[src/rtl/osc_map.svh]
// Register offsets, field positions and fixed counts of the oscillator block.
`ifndef OSC_MAP_SVH
`define OSC_MAP_SVH

`define OSC_ADDR_W        4
`define OSC_ADDR_CTRL     4'h0
`define OSC_ADDR_CLK      4'h1
`define OSC_ADDR_ACC_LO   4'h2
`define OSC_ADDR_ACC_HI   4'h3
`define OSC_ADDR_ACC_UP   4'h4
`define OSC_ADDR_INC_LO   4'h5
`define OSC_ADDR_INC_HI   4'h6
`define OSC_ADDR_INC_UP   4'h7
`define OSC_ADDR_IRQ_FLAG 4'h8
`define OSC_ADDR_IRQ_EN   4'h9
`define OSC_ADDR_IRQ_CTRL 4'ha

`define CTRL_EN_BIT       7
`define CTRL_OUT_BIT      5
`define CTRL_INV_BIT      4
`define CTRL_PFM_BIT      0
`define CLK_PWS_HI        7
`define CLK_PWS_LO        5
`define CLK_CKS_HI        3
`define CLK_CKS_LO        0
`define IRQ_OSC_BIT       4
`define IRQ_GIE_BIT       7
`define IRQ_PERIPHERAL_IRQ_ENABLE_BIT      6

`define ACC_W             20
`define CNT_W             7
`define BYTE_LO           2'h0
`define BYTE_HI           2'h1
`define BYTE_UP           2'h2
`define INC_LOAD_EDGES    2'h2
`define RESET_BYTE        8'h00

`define CKS_SYS           4'h0
`define CKS_HF_INT        4'h1
`define CKS_LF_INT        4'h2
`define CKS_MF_500K       4'h3
`define CKS_MF_32K        4'h4
`define CKS_SEC_OSC       4'h5
`define CKS_REF_CLK       4'h6
`define CKS_LC_ONE        4'h7
`define CKS_LC_TWO        4'h8
`define CKS_LC_THREE      4'h9
`define CKS_LC_FOUR       4'ha

`endif

[src/rtl/osc_pkg.sv]
// State types of the numerically controlled oscillator block.
`include "osc_map.svh"
package osc_pkg;
  typedef struct packed {
    logic                en;
    logic                invert;
    logic                pfm;
    logic [2:0]          pws;
    logic [3:0]          cks;
    logic [`ACC_W-1:0]   acc;
    logic [`ACC_W-1:0]   inc;
    logic [`ACC_W-1:0]   inc_buf;
    logic [1:0]          inc_pend;
    logic                ovf_pend;
    logic                raw;
    logic [`CNT_W-1:0]   cnt;
    logic                final_out;
    logic                flag;
    logic                ie;
    logic                peripheral_irq_enable;
    logic                global_irq_enable;
    logic                irq;
    logic                keep_hf;
    logic [7:0]          rdata;
  } osc_state_t;

  typedef struct packed {
    logic prev;
  } src_state_t;
endpackage

[src/rtl/osc_src_sel.sv]
// Input clock source selection and rising edge detection.
`timescale 1ns/1ps
`default_nettype none
`include "osc_map.svh"
module osc_src_sel
  import osc_pkg::*;
(
  input  wire logic       core_clk_in,
  input  wire logic       sys_rst_in,
  input  wire logic [3:0] cks_in,
  input  wire logic       high_freq_internal_osc_in,
  input  wire logic       low_freq_internal_osc_in,
  input  wire logic       mid_freq_500k_osc_in,
  input  wire logic       mid_freq_32k_osc_in,
  input  wire logic       secondary_osc_in,
  input  wire logic       reference_clock_out_in,
  input  wire logic [3:0] logic_cell_output_in,
  output var  logic       tick_out
);
  src_state_t st_ff;
  src_state_t nxt_st;
  logic       lvl;

  // Pick the level of the chosen source; reserved codes never tick.
  always_comb begin
    nxt_st = st_ff;
    case (cks_in)
      `CKS_HF_INT:   lvl = high_freq_internal_osc_in;
      `CKS_LF_INT:   lvl = low_freq_internal_osc_in;
      `CKS_MF_500K:  lvl = mid_freq_500k_osc_in;
      `CKS_MF_32K:   lvl = mid_freq_32k_osc_in;
      `CKS_SEC_OSC:  lvl = secondary_osc_in;
      `CKS_REF_CLK:  lvl = reference_clock_out_in;
      `CKS_LC_ONE:   lvl = logic_cell_output_in[0];
      `CKS_LC_TWO:   lvl = logic_cell_output_in[1];
      `CKS_LC_THREE: lvl = logic_cell_output_in[2];
      `CKS_LC_FOUR:  lvl = logic_cell_output_in[3];
      default:       lvl = 1'b0;
    endcase
    nxt_st.prev = lvl;
    // The system clock itself gives one edge per core cycle.
    // Switching source may produce one spurious edge; software should
    // change the source only while the oscillator is disabled.
    if (cks_in == `CKS_SYS) begin
      tick_out = 1'b1;
    end else begin
      tick_out = lvl & ~st_ff.prev;
    end
  end

  // Previous level of the selected source.
  always_ff @(posedge core_clk_in or posedge sys_rst_in) begin
    if (sys_rst_in) begin
      st_ff <= '0;
    end else begin
      st_ff <= nxt_st;
    end
  end

  property p_sys_tick;
    @(posedge core_clk_in) disable iff (sys_rst_in)
      (cks_in == `CKS_SYS) |-> tick_out;
  endproperty
  a_sys_tick: assert property (p_sys_tick)
    else $error("System clock source must tick every cycle.");

  property p_reserved_quiet;
    @(posedge core_clk_in) disable iff (sys_rst_in)
      (cks_in > `CKS_LC_FOUR) |-> !tick_out;
  endproperty
  a_reserved_quiet: assert property (p_reserved_quiet)
    else $error("Reserved source code produced an edge.");
endmodule
`default_nettype wire

[src/rtl/osc_core.sv]
// Numerically controlled oscillator: accumulator, output shaping, registers.
//
// The plain strobed port and the register offsets were decided locally.
`timescale 1ns/1ps
`default_nettype none
`include "osc_map.svh"
// What this block does
// - Pulse mode holds output active selected periods.
// - Pulse starts on next input edge.
// - Control bit 0 selects pulse or toggle.
// - Width code gives two-power input periods.
// - Width code ignored in toggle mode.
// - Overlong pulse keeps output from toggling.
// - Invert bit is final output stage.
// - Polarity change raises interrupt when enabled.
// - Every overflow sets the interrupt flag.
// - Request needs all four enables set.
// - Reset clears every register to zero.
// - Runs in sleep while source runs.
// - Enabled with fast source keeps it on.
// - Control bit 7 enables the oscillator.
// - Control bit 5 reads current output.
// - Four-bit field selects input clock source.
// - Accumulator bytes readable and writable.
// - Final output feeds the internal peripherals.
// - Unused control and clock bits read zero.
// - Twenty-bit accumulator, carry is overflow.
// - Toggle mode flips output each overflow.
// - Disabled increment writes load buffer immediately.
module osc_core
  import osc_pkg::*;
(
  input  wire logic                   core_clk_in,
  input  wire logic                   sys_rst_in,
  input  wire logic [`OSC_ADDR_W-1:0] addr_in,
  input  wire logic [7:0]             wr_data_in,
  input  wire logic                   wr_in,
  input  wire logic                   rd_in,
  input  wire logic                   high_freq_internal_osc_in,
  input  wire logic                   low_freq_internal_osc_in,
  input  wire logic                   mid_freq_500k_osc_in,
  input  wire logic                   mid_freq_32k_osc_in,
  input  wire logic                   secondary_osc_in,
  input  wire logic                   reference_clock_out_in,
  input  wire logic [3:0]             logic_cell_output_in,
  output logic [7:0]                  rd_data_out,
  output logic                        osc_final_output_out,
  output logic                        irq_req_out,
  output logic                        high_freq_keep_on_out
);
  osc_state_t          st_ff;
  osc_state_t          nxt_st;
  logic                tick;
  logic [`ACC_W:0]     sum;
  logic                carry;
  logic                all_irq_en;
  logic                inc_wr;

  // Byte lane of a 20-bit value seen as three 8-bit registers.
  function automatic logic [7:0] get_byte(input logic [`ACC_W-1:0] v,
                                          input logic [1:0] idx);
    logic [23:0] t;
    t = {4'h0, v};
    return t[{idx, 3'b000} +: 8];
  endfunction

  // Replace one byte lane; the upper lane keeps only four bits.
  function automatic logic [`ACC_W-1:0] set_byte(
      input logic [`ACC_W-1:0] v, input logic [1:0] idx,
      input logic [7:0] b);
    logic [23:0] t;
    t = {4'h0, v};
    t[{idx, 3'b000} +: 8] = b;
    return t[`ACC_W-1:0];
  endfunction

  // Last count value of a pulse: two to the code, minus one.
  function automatic logic [`CNT_W-1:0] pulse_last(input logic [2:0] pws);
    logic [7:0] w;
    w = (8'h01 << pws) - 8'h01;
    return w[`CNT_W-1:0];
  endfunction

  // Edge of the selected input clock, one core cycle wide.
  osc_src_sel u_src (
    .core_clk_in               (core_clk_in),
    .sys_rst_in                (sys_rst_in),
    .cks_in                    (st_ff.cks),
    .high_freq_internal_osc_in (high_freq_internal_osc_in),
    .low_freq_internal_osc_in  (low_freq_internal_osc_in),
    .mid_freq_500k_osc_in      (mid_freq_500k_osc_in),
    .mid_freq_32k_osc_in       (mid_freq_32k_osc_in),
    .secondary_osc_in          (secondary_osc_in),
    .reference_clock_out_in    (reference_clock_out_in),
    .logic_cell_output_in      (logic_cell_output_in),
    .tick_out                  (tick)
  );

  // Adder result and its carry, which is the overflow event.
  assign sum        = {1'b0, st_ff.acc} + {1'b0, st_ff.inc_buf};
  assign carry      = tick & st_ff.en & sum[`ACC_W];
  assign all_irq_en = st_ff.en & st_ff.ie & st_ff.peripheral_irq_enable & st_ff.global_irq_enable;
  assign inc_wr     = wr_in & (addr_in == `OSC_ADDR_INC_LO ||
                               addr_in == `OSC_ADDR_INC_HI ||
                               addr_in == `OSC_ADDR_INC_UP);

  // Next state of the whole block.
  always_comb begin
    nxt_st       = st_ff;
    nxt_st.rdata = `RESET_BYTE;

    // Accumulator and shaping run only on input edges while enabled.
    if (!st_ff.en) begin
      nxt_st.raw      = 1'b0;
      nxt_st.cnt      = '0;
      nxt_st.ovf_pend = 1'b0;
    end else if (tick) begin
      nxt_st.acc      = sum[`ACC_W-1:0];
      nxt_st.ovf_pend = sum[`ACC_W];
      if (st_ff.inc_pend == 2'h1) begin
        nxt_st.inc_buf = st_ff.inc;
      end
      if (st_ff.inc_pend != 2'h0) begin
        nxt_st.inc_pend = st_ff.inc_pend - 2'h1;
      end
      if (st_ff.pfm) begin
        if (st_ff.ovf_pend) begin
          // A new overflow restarts the count, so a width longer than
          // the overflow spacing simply holds the output active.
          nxt_st.raw = 1'b1;
          nxt_st.cnt = pulse_last(st_ff.pws);
        end else if (st_ff.cnt != '0) begin
          nxt_st.cnt = st_ff.cnt - 7'h01;
        end else begin
          nxt_st.raw = 1'b0;
        end
      end else if (st_ff.ovf_pend) begin
        // Width code plays no part in toggle mode.
        nxt_st.raw = ~st_ff.raw;
      end
    end

    // Software writes; a write to an accumulator byte overrides only that byte of the step.
    if (wr_in) begin
      case (addr_in)
        `OSC_ADDR_CTRL: begin
          nxt_st.en     = wr_data_in[`CTRL_EN_BIT];
          nxt_st.invert = wr_data_in[`CTRL_INV_BIT];
          nxt_st.pfm    = wr_data_in[`CTRL_PFM_BIT];
        end
        `OSC_ADDR_CLK: begin
          nxt_st.pws = wr_data_in[`CLK_PWS_HI:`CLK_PWS_LO];
          nxt_st.cks = wr_data_in[`CLK_CKS_HI:`CLK_CKS_LO];
        end
        `OSC_ADDR_ACC_LO:
          nxt_st.acc = set_byte(nxt_st.acc, `BYTE_LO, wr_data_in);
        `OSC_ADDR_ACC_HI:
          nxt_st.acc = set_byte(nxt_st.acc, `BYTE_HI, wr_data_in);
        `OSC_ADDR_ACC_UP:
          nxt_st.acc = set_byte(nxt_st.acc, `BYTE_UP, wr_data_in);
        `OSC_ADDR_INC_LO: begin
          nxt_st.inc = set_byte(st_ff.inc, `BYTE_LO, wr_data_in);
          // While running, the low byte arms a load two edges later.
          if (st_ff.en) begin
            nxt_st.inc_pend = `INC_LOAD_EDGES;
          end
        end
        `OSC_ADDR_INC_HI:
          nxt_st.inc = set_byte(st_ff.inc, `BYTE_HI, wr_data_in);
        `OSC_ADDR_INC_UP:
          nxt_st.inc = set_byte(st_ff.inc, `BYTE_UP, wr_data_in);
        `OSC_ADDR_IRQ_FLAG:
          nxt_st.flag = wr_data_in[`IRQ_OSC_BIT];
        `OSC_ADDR_IRQ_EN:
          nxt_st.ie = wr_data_in[`IRQ_OSC_BIT];
        `OSC_ADDR_IRQ_CTRL: begin
          nxt_st.global_irq_enable  = wr_data_in[`IRQ_GIE_BIT];
          nxt_st.peripheral_irq_enable = wr_data_in[`IRQ_PERIPHERAL_IRQ_ENABLE_BIT];
        end
        default: ;
      endcase
    end

    // A disabled block has no clock to wait for, so load at once.
    if (inc_wr && !st_ff.en) begin
      nxt_st.inc_buf  = nxt_st.inc;
      nxt_st.inc_pend = 2'h0;
    end

    // Hardware sets beat a software clear in the same cycle.
    if (carry) begin
      nxt_st.flag = 1'b1;
    end
    if (all_irq_en && (nxt_st.invert != st_ff.invert)) begin
      nxt_st.flag = 1'b1;
    end

    // Output and status flops, all derived from the next state.
    nxt_st.final_out = nxt_st.raw ^ nxt_st.invert;
    nxt_st.irq       = nxt_st.flag & nxt_st.en & nxt_st.ie &
                       nxt_st.peripheral_irq_enable & nxt_st.global_irq_enable;
    // The block runs from its own source, so sleep does not stop it;
    // it only has to keep the fast internal oscillator alive.
    nxt_st.keep_hf = nxt_st.en & (nxt_st.cks == `CKS_HF_INT);

    // Read data stand only in the cycle after the strobe.
    if (rd_in) begin
      case (addr_in)
        `OSC_ADDR_CTRL: begin
          nxt_st.rdata[`CTRL_EN_BIT]  = st_ff.en;
          nxt_st.rdata[`CTRL_OUT_BIT] = st_ff.final_out;
          nxt_st.rdata[`CTRL_INV_BIT] = st_ff.invert;
          nxt_st.rdata[`CTRL_PFM_BIT] = st_ff.pfm;
        end
        `OSC_ADDR_CLK: begin
          nxt_st.rdata[`CLK_PWS_HI:`CLK_PWS_LO] = st_ff.pws;
          nxt_st.rdata[`CLK_CKS_HI:`CLK_CKS_LO] = st_ff.cks;
        end
        `OSC_ADDR_ACC_LO:   nxt_st.rdata = get_byte(st_ff.acc, `BYTE_LO);
        `OSC_ADDR_ACC_HI:   nxt_st.rdata = get_byte(st_ff.acc, `BYTE_HI);
        `OSC_ADDR_ACC_UP:   nxt_st.rdata = get_byte(st_ff.acc, `BYTE_UP);
        `OSC_ADDR_INC_LO:   nxt_st.rdata = get_byte(st_ff.inc, `BYTE_LO);
        `OSC_ADDR_INC_HI:   nxt_st.rdata = get_byte(st_ff.inc, `BYTE_HI);
        `OSC_ADDR_INC_UP:   nxt_st.rdata = get_byte(st_ff.inc, `BYTE_UP);
        `OSC_ADDR_IRQ_FLAG: nxt_st.rdata[`IRQ_OSC_BIT] = st_ff.flag;
        `OSC_ADDR_IRQ_EN:   nxt_st.rdata[`IRQ_OSC_BIT] = st_ff.ie;
        `OSC_ADDR_IRQ_CTRL: begin
          nxt_st.rdata[`IRQ_GIE_BIT]  = st_ff.global_irq_enable;
          nxt_st.rdata[`IRQ_PERIPHERAL_IRQ_ENABLE_BIT] = st_ff.peripheral_irq_enable;
        end
        default: nxt_st.rdata = `RESET_BYTE;
      endcase
    end
  end

  // Single state register; reset clears everything to zero.
  always_ff @(posedge core_clk_in or posedge sys_rst_in) begin
    if (sys_rst_in) begin
      st_ff <= '0;
    end else begin
      st_ff <= nxt_st;
    end
  end

  // Every output comes straight from the state register.
  assign rd_data_out           = st_ff.rdata;
  assign osc_final_output_out  = st_ff.final_out;
  assign irq_req_out           = st_ff.irq;
  assign high_freq_keep_on_out = st_ff.keep_hf;

  property p_pulse_start;
    @(posedge core_clk_in) disable iff (sys_rst_in)
      (st_ff.en && st_ff.pfm && tick && st_ff.ovf_pend && !wr_in)
        |=> st_ff.raw;
  endproperty
  a_pulse_start: assert property (p_pulse_start)
    else $error("Pulse did not start on the edge after overflow.");

  property p_pulse_end;
    @(posedge core_clk_in) disable iff (sys_rst_in)
      (st_ff.en && st_ff.pfm && tick && !st_ff.ovf_pend &&
       st_ff.cnt == '0 && !wr_in) |=> !st_ff.raw;
  endproperty
  a_pulse_end: assert property (p_pulse_end)
    else $error("Pulse did not end after its width.");

  property p_width_load;
    @(posedge core_clk_in) disable iff (sys_rst_in)
      (st_ff.en && st_ff.pfm && tick && st_ff.ovf_pend && !wr_in)
        |=> st_ff.cnt == pulse_last($past(st_ff.pws));
  endproperty
  a_width_load: assert property (p_width_load)
    else $error("Pulse counter not loaded with selected width.");

  property p_no_toggle;
    @(posedge core_clk_in) disable iff (sys_rst_in)
      (st_ff.en && st_ff.pfm && st_ff.raw && tick && st_ff.ovf_pend &&
       !wr_in) |=> st_ff.raw && $stable(st_ff.final_out);
  endproperty
  a_no_toggle: assert property (p_no_toggle)
    else $error("Output toggled while pulse was still active.");

  property p_fdc_toggle;
    @(posedge core_clk_in) disable iff (sys_rst_in)
      (st_ff.en && !st_ff.pfm && tick && st_ff.ovf_pend && !wr_in)
        |=> st_ff.raw != $past(st_ff.raw);
  endproperty
  a_fdc_toggle: assert property (p_fdc_toggle)
    else $error("Toggle mode missed an overflow.");

  property p_invert;
    @(posedge core_clk_in) disable iff (sys_rst_in)
      osc_final_output_out == (st_ff.raw ^ st_ff.invert);
  endproperty
  a_invert: assert property (p_invert)
    else $error("Final output does not follow polarity.");

  property p_flag_set;
    @(posedge core_clk_in) disable iff (sys_rst_in)
      carry |=> st_ff.flag;
  endproperty
  a_flag_set: assert property (p_flag_set)
    else $error("Overflow did not set the flag.");

  property p_flag_hold;
    @(posedge core_clk_in) disable iff (sys_rst_in)
      (st_ff.flag && !(wr_in && addr_in == `OSC_ADDR_IRQ_FLAG))
        |=> st_ff.flag;
  endproperty
  a_flag_hold: assert property (p_flag_hold)
    else $error("Flag cleared without a software write.");

  property p_irq_gate;
    @(posedge core_clk_in) disable iff (sys_rst_in)
      irq_req_out |-> st_ff.en && st_ff.ie && st_ff.peripheral_irq_enable && st_ff.global_irq_enable &&
                      st_ff.flag;
  endproperty
  a_irq_gate: assert property (p_irq_gate)
    else $error("Request raised without all enables.");

  property p_pol_irq;
    @(posedge core_clk_in) disable iff (sys_rst_in)
      (all_irq_en && wr_in && addr_in == `OSC_ADDR_CTRL &&
       wr_data_in[`CTRL_INV_BIT] != st_ff.invert) |=> st_ff.flag;
  endproperty
  a_pol_irq: assert property (p_pol_irq)
    else $error("Polarity change did not raise the flag.");

  property p_ctrl_read;
    @(posedge core_clk_in) disable iff (sys_rst_in)
      (rd_in && addr_in == `OSC_ADDR_CTRL) |=>
        rd_data_out[`CTRL_OUT_BIT] == $past(st_ff.final_out) &&
        rd_data_out[6] == 1'b0 && rd_data_out[3:1] == 3'h0;
  endproperty
  a_ctrl_read: assert property (p_ctrl_read)
    else $error("Control read shows wrong output or nonzero gaps.");

  property p_acc_step;
    @(posedge core_clk_in) disable iff (sys_rst_in)
      (st_ff.en && tick && !wr_in) |=>
        st_ff.acc == $past(sum[`ACC_W-1:0]);
  endproperty
  a_acc_step: assert property (p_acc_step)
    else $error("Accumulator did not add the increment.");

  property p_acc_hold;
    @(posedge core_clk_in) disable iff (sys_rst_in)
      (!st_ff.en && !wr_in) |=> $stable(st_ff.acc);
  endproperty
  a_acc_hold: assert property (p_acc_hold)
    else $error("Disabled accumulator moved.");

  property p_acc_write;
    @(posedge core_clk_in) disable iff (sys_rst_in)
      (wr_in && addr_in == `OSC_ADDR_ACC_LO) |=>
        st_ff.acc[7:0] == $past(wr_data_in);
  endproperty
  a_acc_write: assert property (p_acc_write)
    else $error("Low accumulator byte not written.");

  property p_inc_now;
    @(posedge core_clk_in) disable iff (sys_rst_in)
      (inc_wr && !st_ff.en) |=> st_ff.inc_buf == st_ff.inc;
  endproperty
  a_inc_now: assert property (p_inc_now)
    else $error("Disabled increment write not loaded at once.");

  property p_keep_hf;
    @(posedge core_clk_in) disable iff (sys_rst_in)
      high_freq_keep_on_out == (st_ff.en && st_ff.cks == `CKS_HF_INT);
  endproperty
  a_keep_hf: assert property (p_keep_hf)
    else $error("Fast oscillator keep-on request wrong.");
endmodule
`default_nettype wire

[config.mk]
export PLATFORM = sky130hd
export DESIGN_NAME = osc_core
export DESIGN_NICKNAME = d
export VERILOG_FILES = /design/src/rtl/osc_pkg.sv /design/src/rtl/osc_src_sel.sv /design/src/rtl/osc_core.sv
export VERILOG_INCLUDE_DIRS = /design/src /design/src/rtl
export SDC_FILE = /design/constraint.sdc
export NUM_CORES = 1
export LEC_CHECK = 0
export ABC_AREA = 1
export BUFFER_PORTS_ARGS = -buffer_cell sky130_fd_sc_hd__buf_2
export CORE_AREA = 2 2 138 140
export CTS_BUF_LIST = sky130_fd_sc_hd__clkbuf_2 sky130_fd_sc_hd__clkbuf_4 sky130_fd_sc_hd__clkbuf_8
export DETAILED_ROUTE_END_ITERATION = 10
export DIE_AREA = 0 0 140 142
export GPL_TIMING_DRIVEN = 0
export PLACE_DENSITY = 0.56
export SLEW_MARGIN = 20
export SYNTH_ARGS = -nofsm -noshare
export SYNTH_HDL_FRONTEND = slang
export SYNTH_SLANG_ARGS = --single-unit
[constraint.sdc]
create_clock -name core_clk_in -period 5.5 [get_ports core_clk_in]
set_input_delay 0.55 -clock core_clk_in [delete_from_list [all_inputs] [get_ports core_clk_in]]
set_output_delay 0.55 -clock core_clk_in [all_outputs]
set_load 0.01 [all_outputs]
==> impl_metrics.env <==
export IMPL_skew_ps=13.4
export IMPL_synth_most_common_cell="nand2_1"
export IMPL_drtAntennaViolNets=0
export IMPL_die_area_mm2=0.0199
export IMPL_avgViaCountPerCell=5.13
export IMPL_antenna_found_initial=0
export IMPL_violations="design-rule violations"
export IMPL_drt_iter0_drc=507
export IMPL_die_h_um=142
export IMPL_synth_commonest_cells="nand2_1 (280), inv_1 (116), dfrtp_1 (97), nor2_1 (80), nand3_1 (66)"
export IMPL_cts_sink_count=97
export IMPL_vias=6068
export IMPL_synth_cell_type_count=46
export IMPL_seq_power_share_pct=32.1
export IMPL_nets=991
export IMPL_critPathLaunch="st_ff[66]"
export IMPL_avgSynthCellArea_um2=7.07
export IMPL_multiInputGateArea_mm2=0.00322
export IMPL_status="finished, violations left"
export IMPL_area_growth_pct=10.8
export IMPL_intPower_w=0.00173
export IMPL_ys_ff_latch=97
export IMPL_p_comb_share_pct=54.2
export IMPL_grt_pass1_vias=5789
export IMPL_die_w_um=140
export IMPL_n_antenna_cell=0
export IMPL_cts_buffers=9
export IMPL_gp_congestion=0.984
export IMPL_async_reset_ff_share_pct=100
export IMPL_dp_hpwl_mm=16.6
export IMPL_syn_inst=896
export IMPL_final_max_slew_viol_count=0
export IMPL_fill_cells=1985
export IMPL_wl_per_cell_um=17.7
export IMPL_synthFlopType="dfrtp_1"
export IMPL_worstHoldPathType="input pin to asynchronous set/reset pin"
export IMPL_synth_edf_count=0
export IMPL_rsz0062_at_grt="no"
export IMPL_start_util_pct=34.3
export IMPL_hold_violations=0
export IMPL_grt_usage_pct=21.7
export IMPL_clkTransAtPathRegs_ps=100
export IMPL_routed_wl_mm=20.9
export IMPL_fin_crit_sh_pct=46.9
export IMPL_grt_pass1_wl_mm=33.0
export IMPL_critPathKind="register to register"
export IMPL_relSlewSlack_pct=58.2
export IMPL_p_sw_w=0.00161
export IMPL_ioPinCount=37
export IMPL_tightest_slew_ps=621
export IMPL_timing_fmax_mhz=388
export IMPL_cts_root_buf="clkbuf_8"
export IMPL_firstDrtPassIters=10
export IMPL_seqCellArea_mm2=0.00243
export IMPL_grt_max_degree=75
export IMPL_cts_buffer_depth=2
export IMPL_syn_nets=944
export IMPL_yosysTopAreaCell="dfrtp_1"
export IMPL_htreeDepth=3
export IMPL_power_density_mw_per_mm2=476
export IMPL_fin_crit_ps=2580
export IMPL_total_power_w=0.00334
export IMPL_pwr_share_clk_pct=13.7
export IMPL_grt_ovfl_total=0
export IMPL_swShare_pct=48.2
export IMPL_finalSetupViolations=0
export IMPL_yosys_warnings=0
export IMPL_drive_gt1_share_pct=11.1
export IMPL_ir_worst_vdd_uv=179
export IMPL_insertion_delay_ps=390
export IMPL_critPathMaxFanout=3
export IMPL_syn_area_mm2=0.00634
export IMPL_portBuffers=35
export IMPL_ys_seq_area_share_pct=38.3
export IMPL_r2r_start="st_ff[66]"
export IMPL_cts_hold_buffers=0
export IMPL_cts_tree="done"
export IMPL_synth_area_top_cells="dfrtp_1 (38%), nand2_1 (17%), inv_1 (6.9%)"
export IMPL_p_leak_nw=3.65
export IMPL_cts_resized_gates=0
export IMPL_critPathArrivalTime_ps=2890
export IMPL_rows=50
export IMPL_cp_required_ps=5810
export IMPL_route_detailed_drc=2
export IMPL_crit_path_start_kind="register"
export IMPL_max_cap_violations=0
export IMPL_setup_tns_ps=0
export IMPL_endpoint_kind="register"
export IMPL_core_area_mm2=0.0185
export IMPL_post_cts_buffers=0
export IMPL_yosysTopAreaCellShare_pct=38.3
[power groups by stage]
stage | Combinational, W | Sequential, W | Clock (W)
finish | 0.00181 | 0.00107 | 0.000458
CTS | 0.00180 | 0.00107 | 0.000470
global route | 0.00205 | 0.00109 | 0.000502
detailed placement | 0.00178 | 0.00108 | 0
global placement | 0.00179 | 0.00108 | 0
floorplan | 0.00135 | 0.00103 | 0
[state kept, by name, indices dropped and copies added, names as in the netlist]
signal,count
high_freq_keep_on_out,1
osc_final_output_out,1
u_src.st_ff,1
st_ff,85
irq_req_out,1
rd_data_out,8
[worst max-delay path, stage by stage (launching register included)]
cell	delay, ps
dfrtp_1	410
ha_1	290
inv_1	80
fa_1	420
inv_1	110
nand3_1	70
nand3_1	150
nand2_1	80
nand2_1	150
nand2_1	90
nand2_1	100
nand3_1	70
nand3_1	80
nand2_1	170
a21oi_1	220
[metrics by stage]
stage                     cell area, um2  util [%]  setup slack (ps)  hold slack [ps]  cells
after CTS                           7030      38.1              2880             89.3   1182
after floorplan                     6340         -              2420              448    896
final                               7030      38.1              2920             89.4   1182
after global placement              6810      36.9              1020              464   1165
after global routing                7030      38.1              2670             92.3   1182
after detailed placement            6840      37.1              2890              467   1166
[area by class of cell]
type | instances | area share (%)
plain buffers | 32 | 3.40
clock buffers | 9 | 1.76
clock inverters | 7 | 0.890
inverters | 120 | 6.48
multi-input cells | 647 | 45.9
flip-flops and latches | 97 | 34.6
well taps | 234 | 4.17
repair buffers | 36 | 2.89
[cells in the final DEF, fill, tap and decap left out, types with 18 or more instances in the layout]
cell type    n
o21ai_0     49
nor2_1      80
inv_1      115
buf_2       43
dfrtp_1     97
nand3_1     66
ha_1        21
a21oi_1     27
nand2_1    280
o22ai_1     38
o21ai_1     18
[metal layers]
metal | vias up | track usage (%) | wire, um
met5 | - | 0 | 0
met1 | 2875 | 30.3 | 9670
li1 | 2988 | - | -
met2 | 173 | 34.7 | 9560
met3 | 32 | 3.94 | 1110
met4 | 0 | 6.65 | 539
[path summary, 6_finish.rpt]
path | end | slack, ps | cells after the start
hold / removal | st_ff[89] | 90 | 2
min in group core_clk_in | st_ff[84] | 430 | 3
hold reg to reg | st_ff[40] | 490 | 2
setup / recovery | irq_req_out | 2920 | 14
setup reg to reg | irq_req_out | 2920 | 14
max in group asynchronous | st_ff[85] | 4740 | 3
[cell families (layout without fill, tap and decap cells)]
family,count (synthesis),count (layout),share of synthesized area (%)
buf+inv,152,204,10.9
flops,97,97,38.3
simple gates,463,463,30.7
fa+ha+maj,22,22,4.46
xor+xnor,13,13,1.80
compound gates,149,149,13.9
Power figures use the tool's default switching activity.
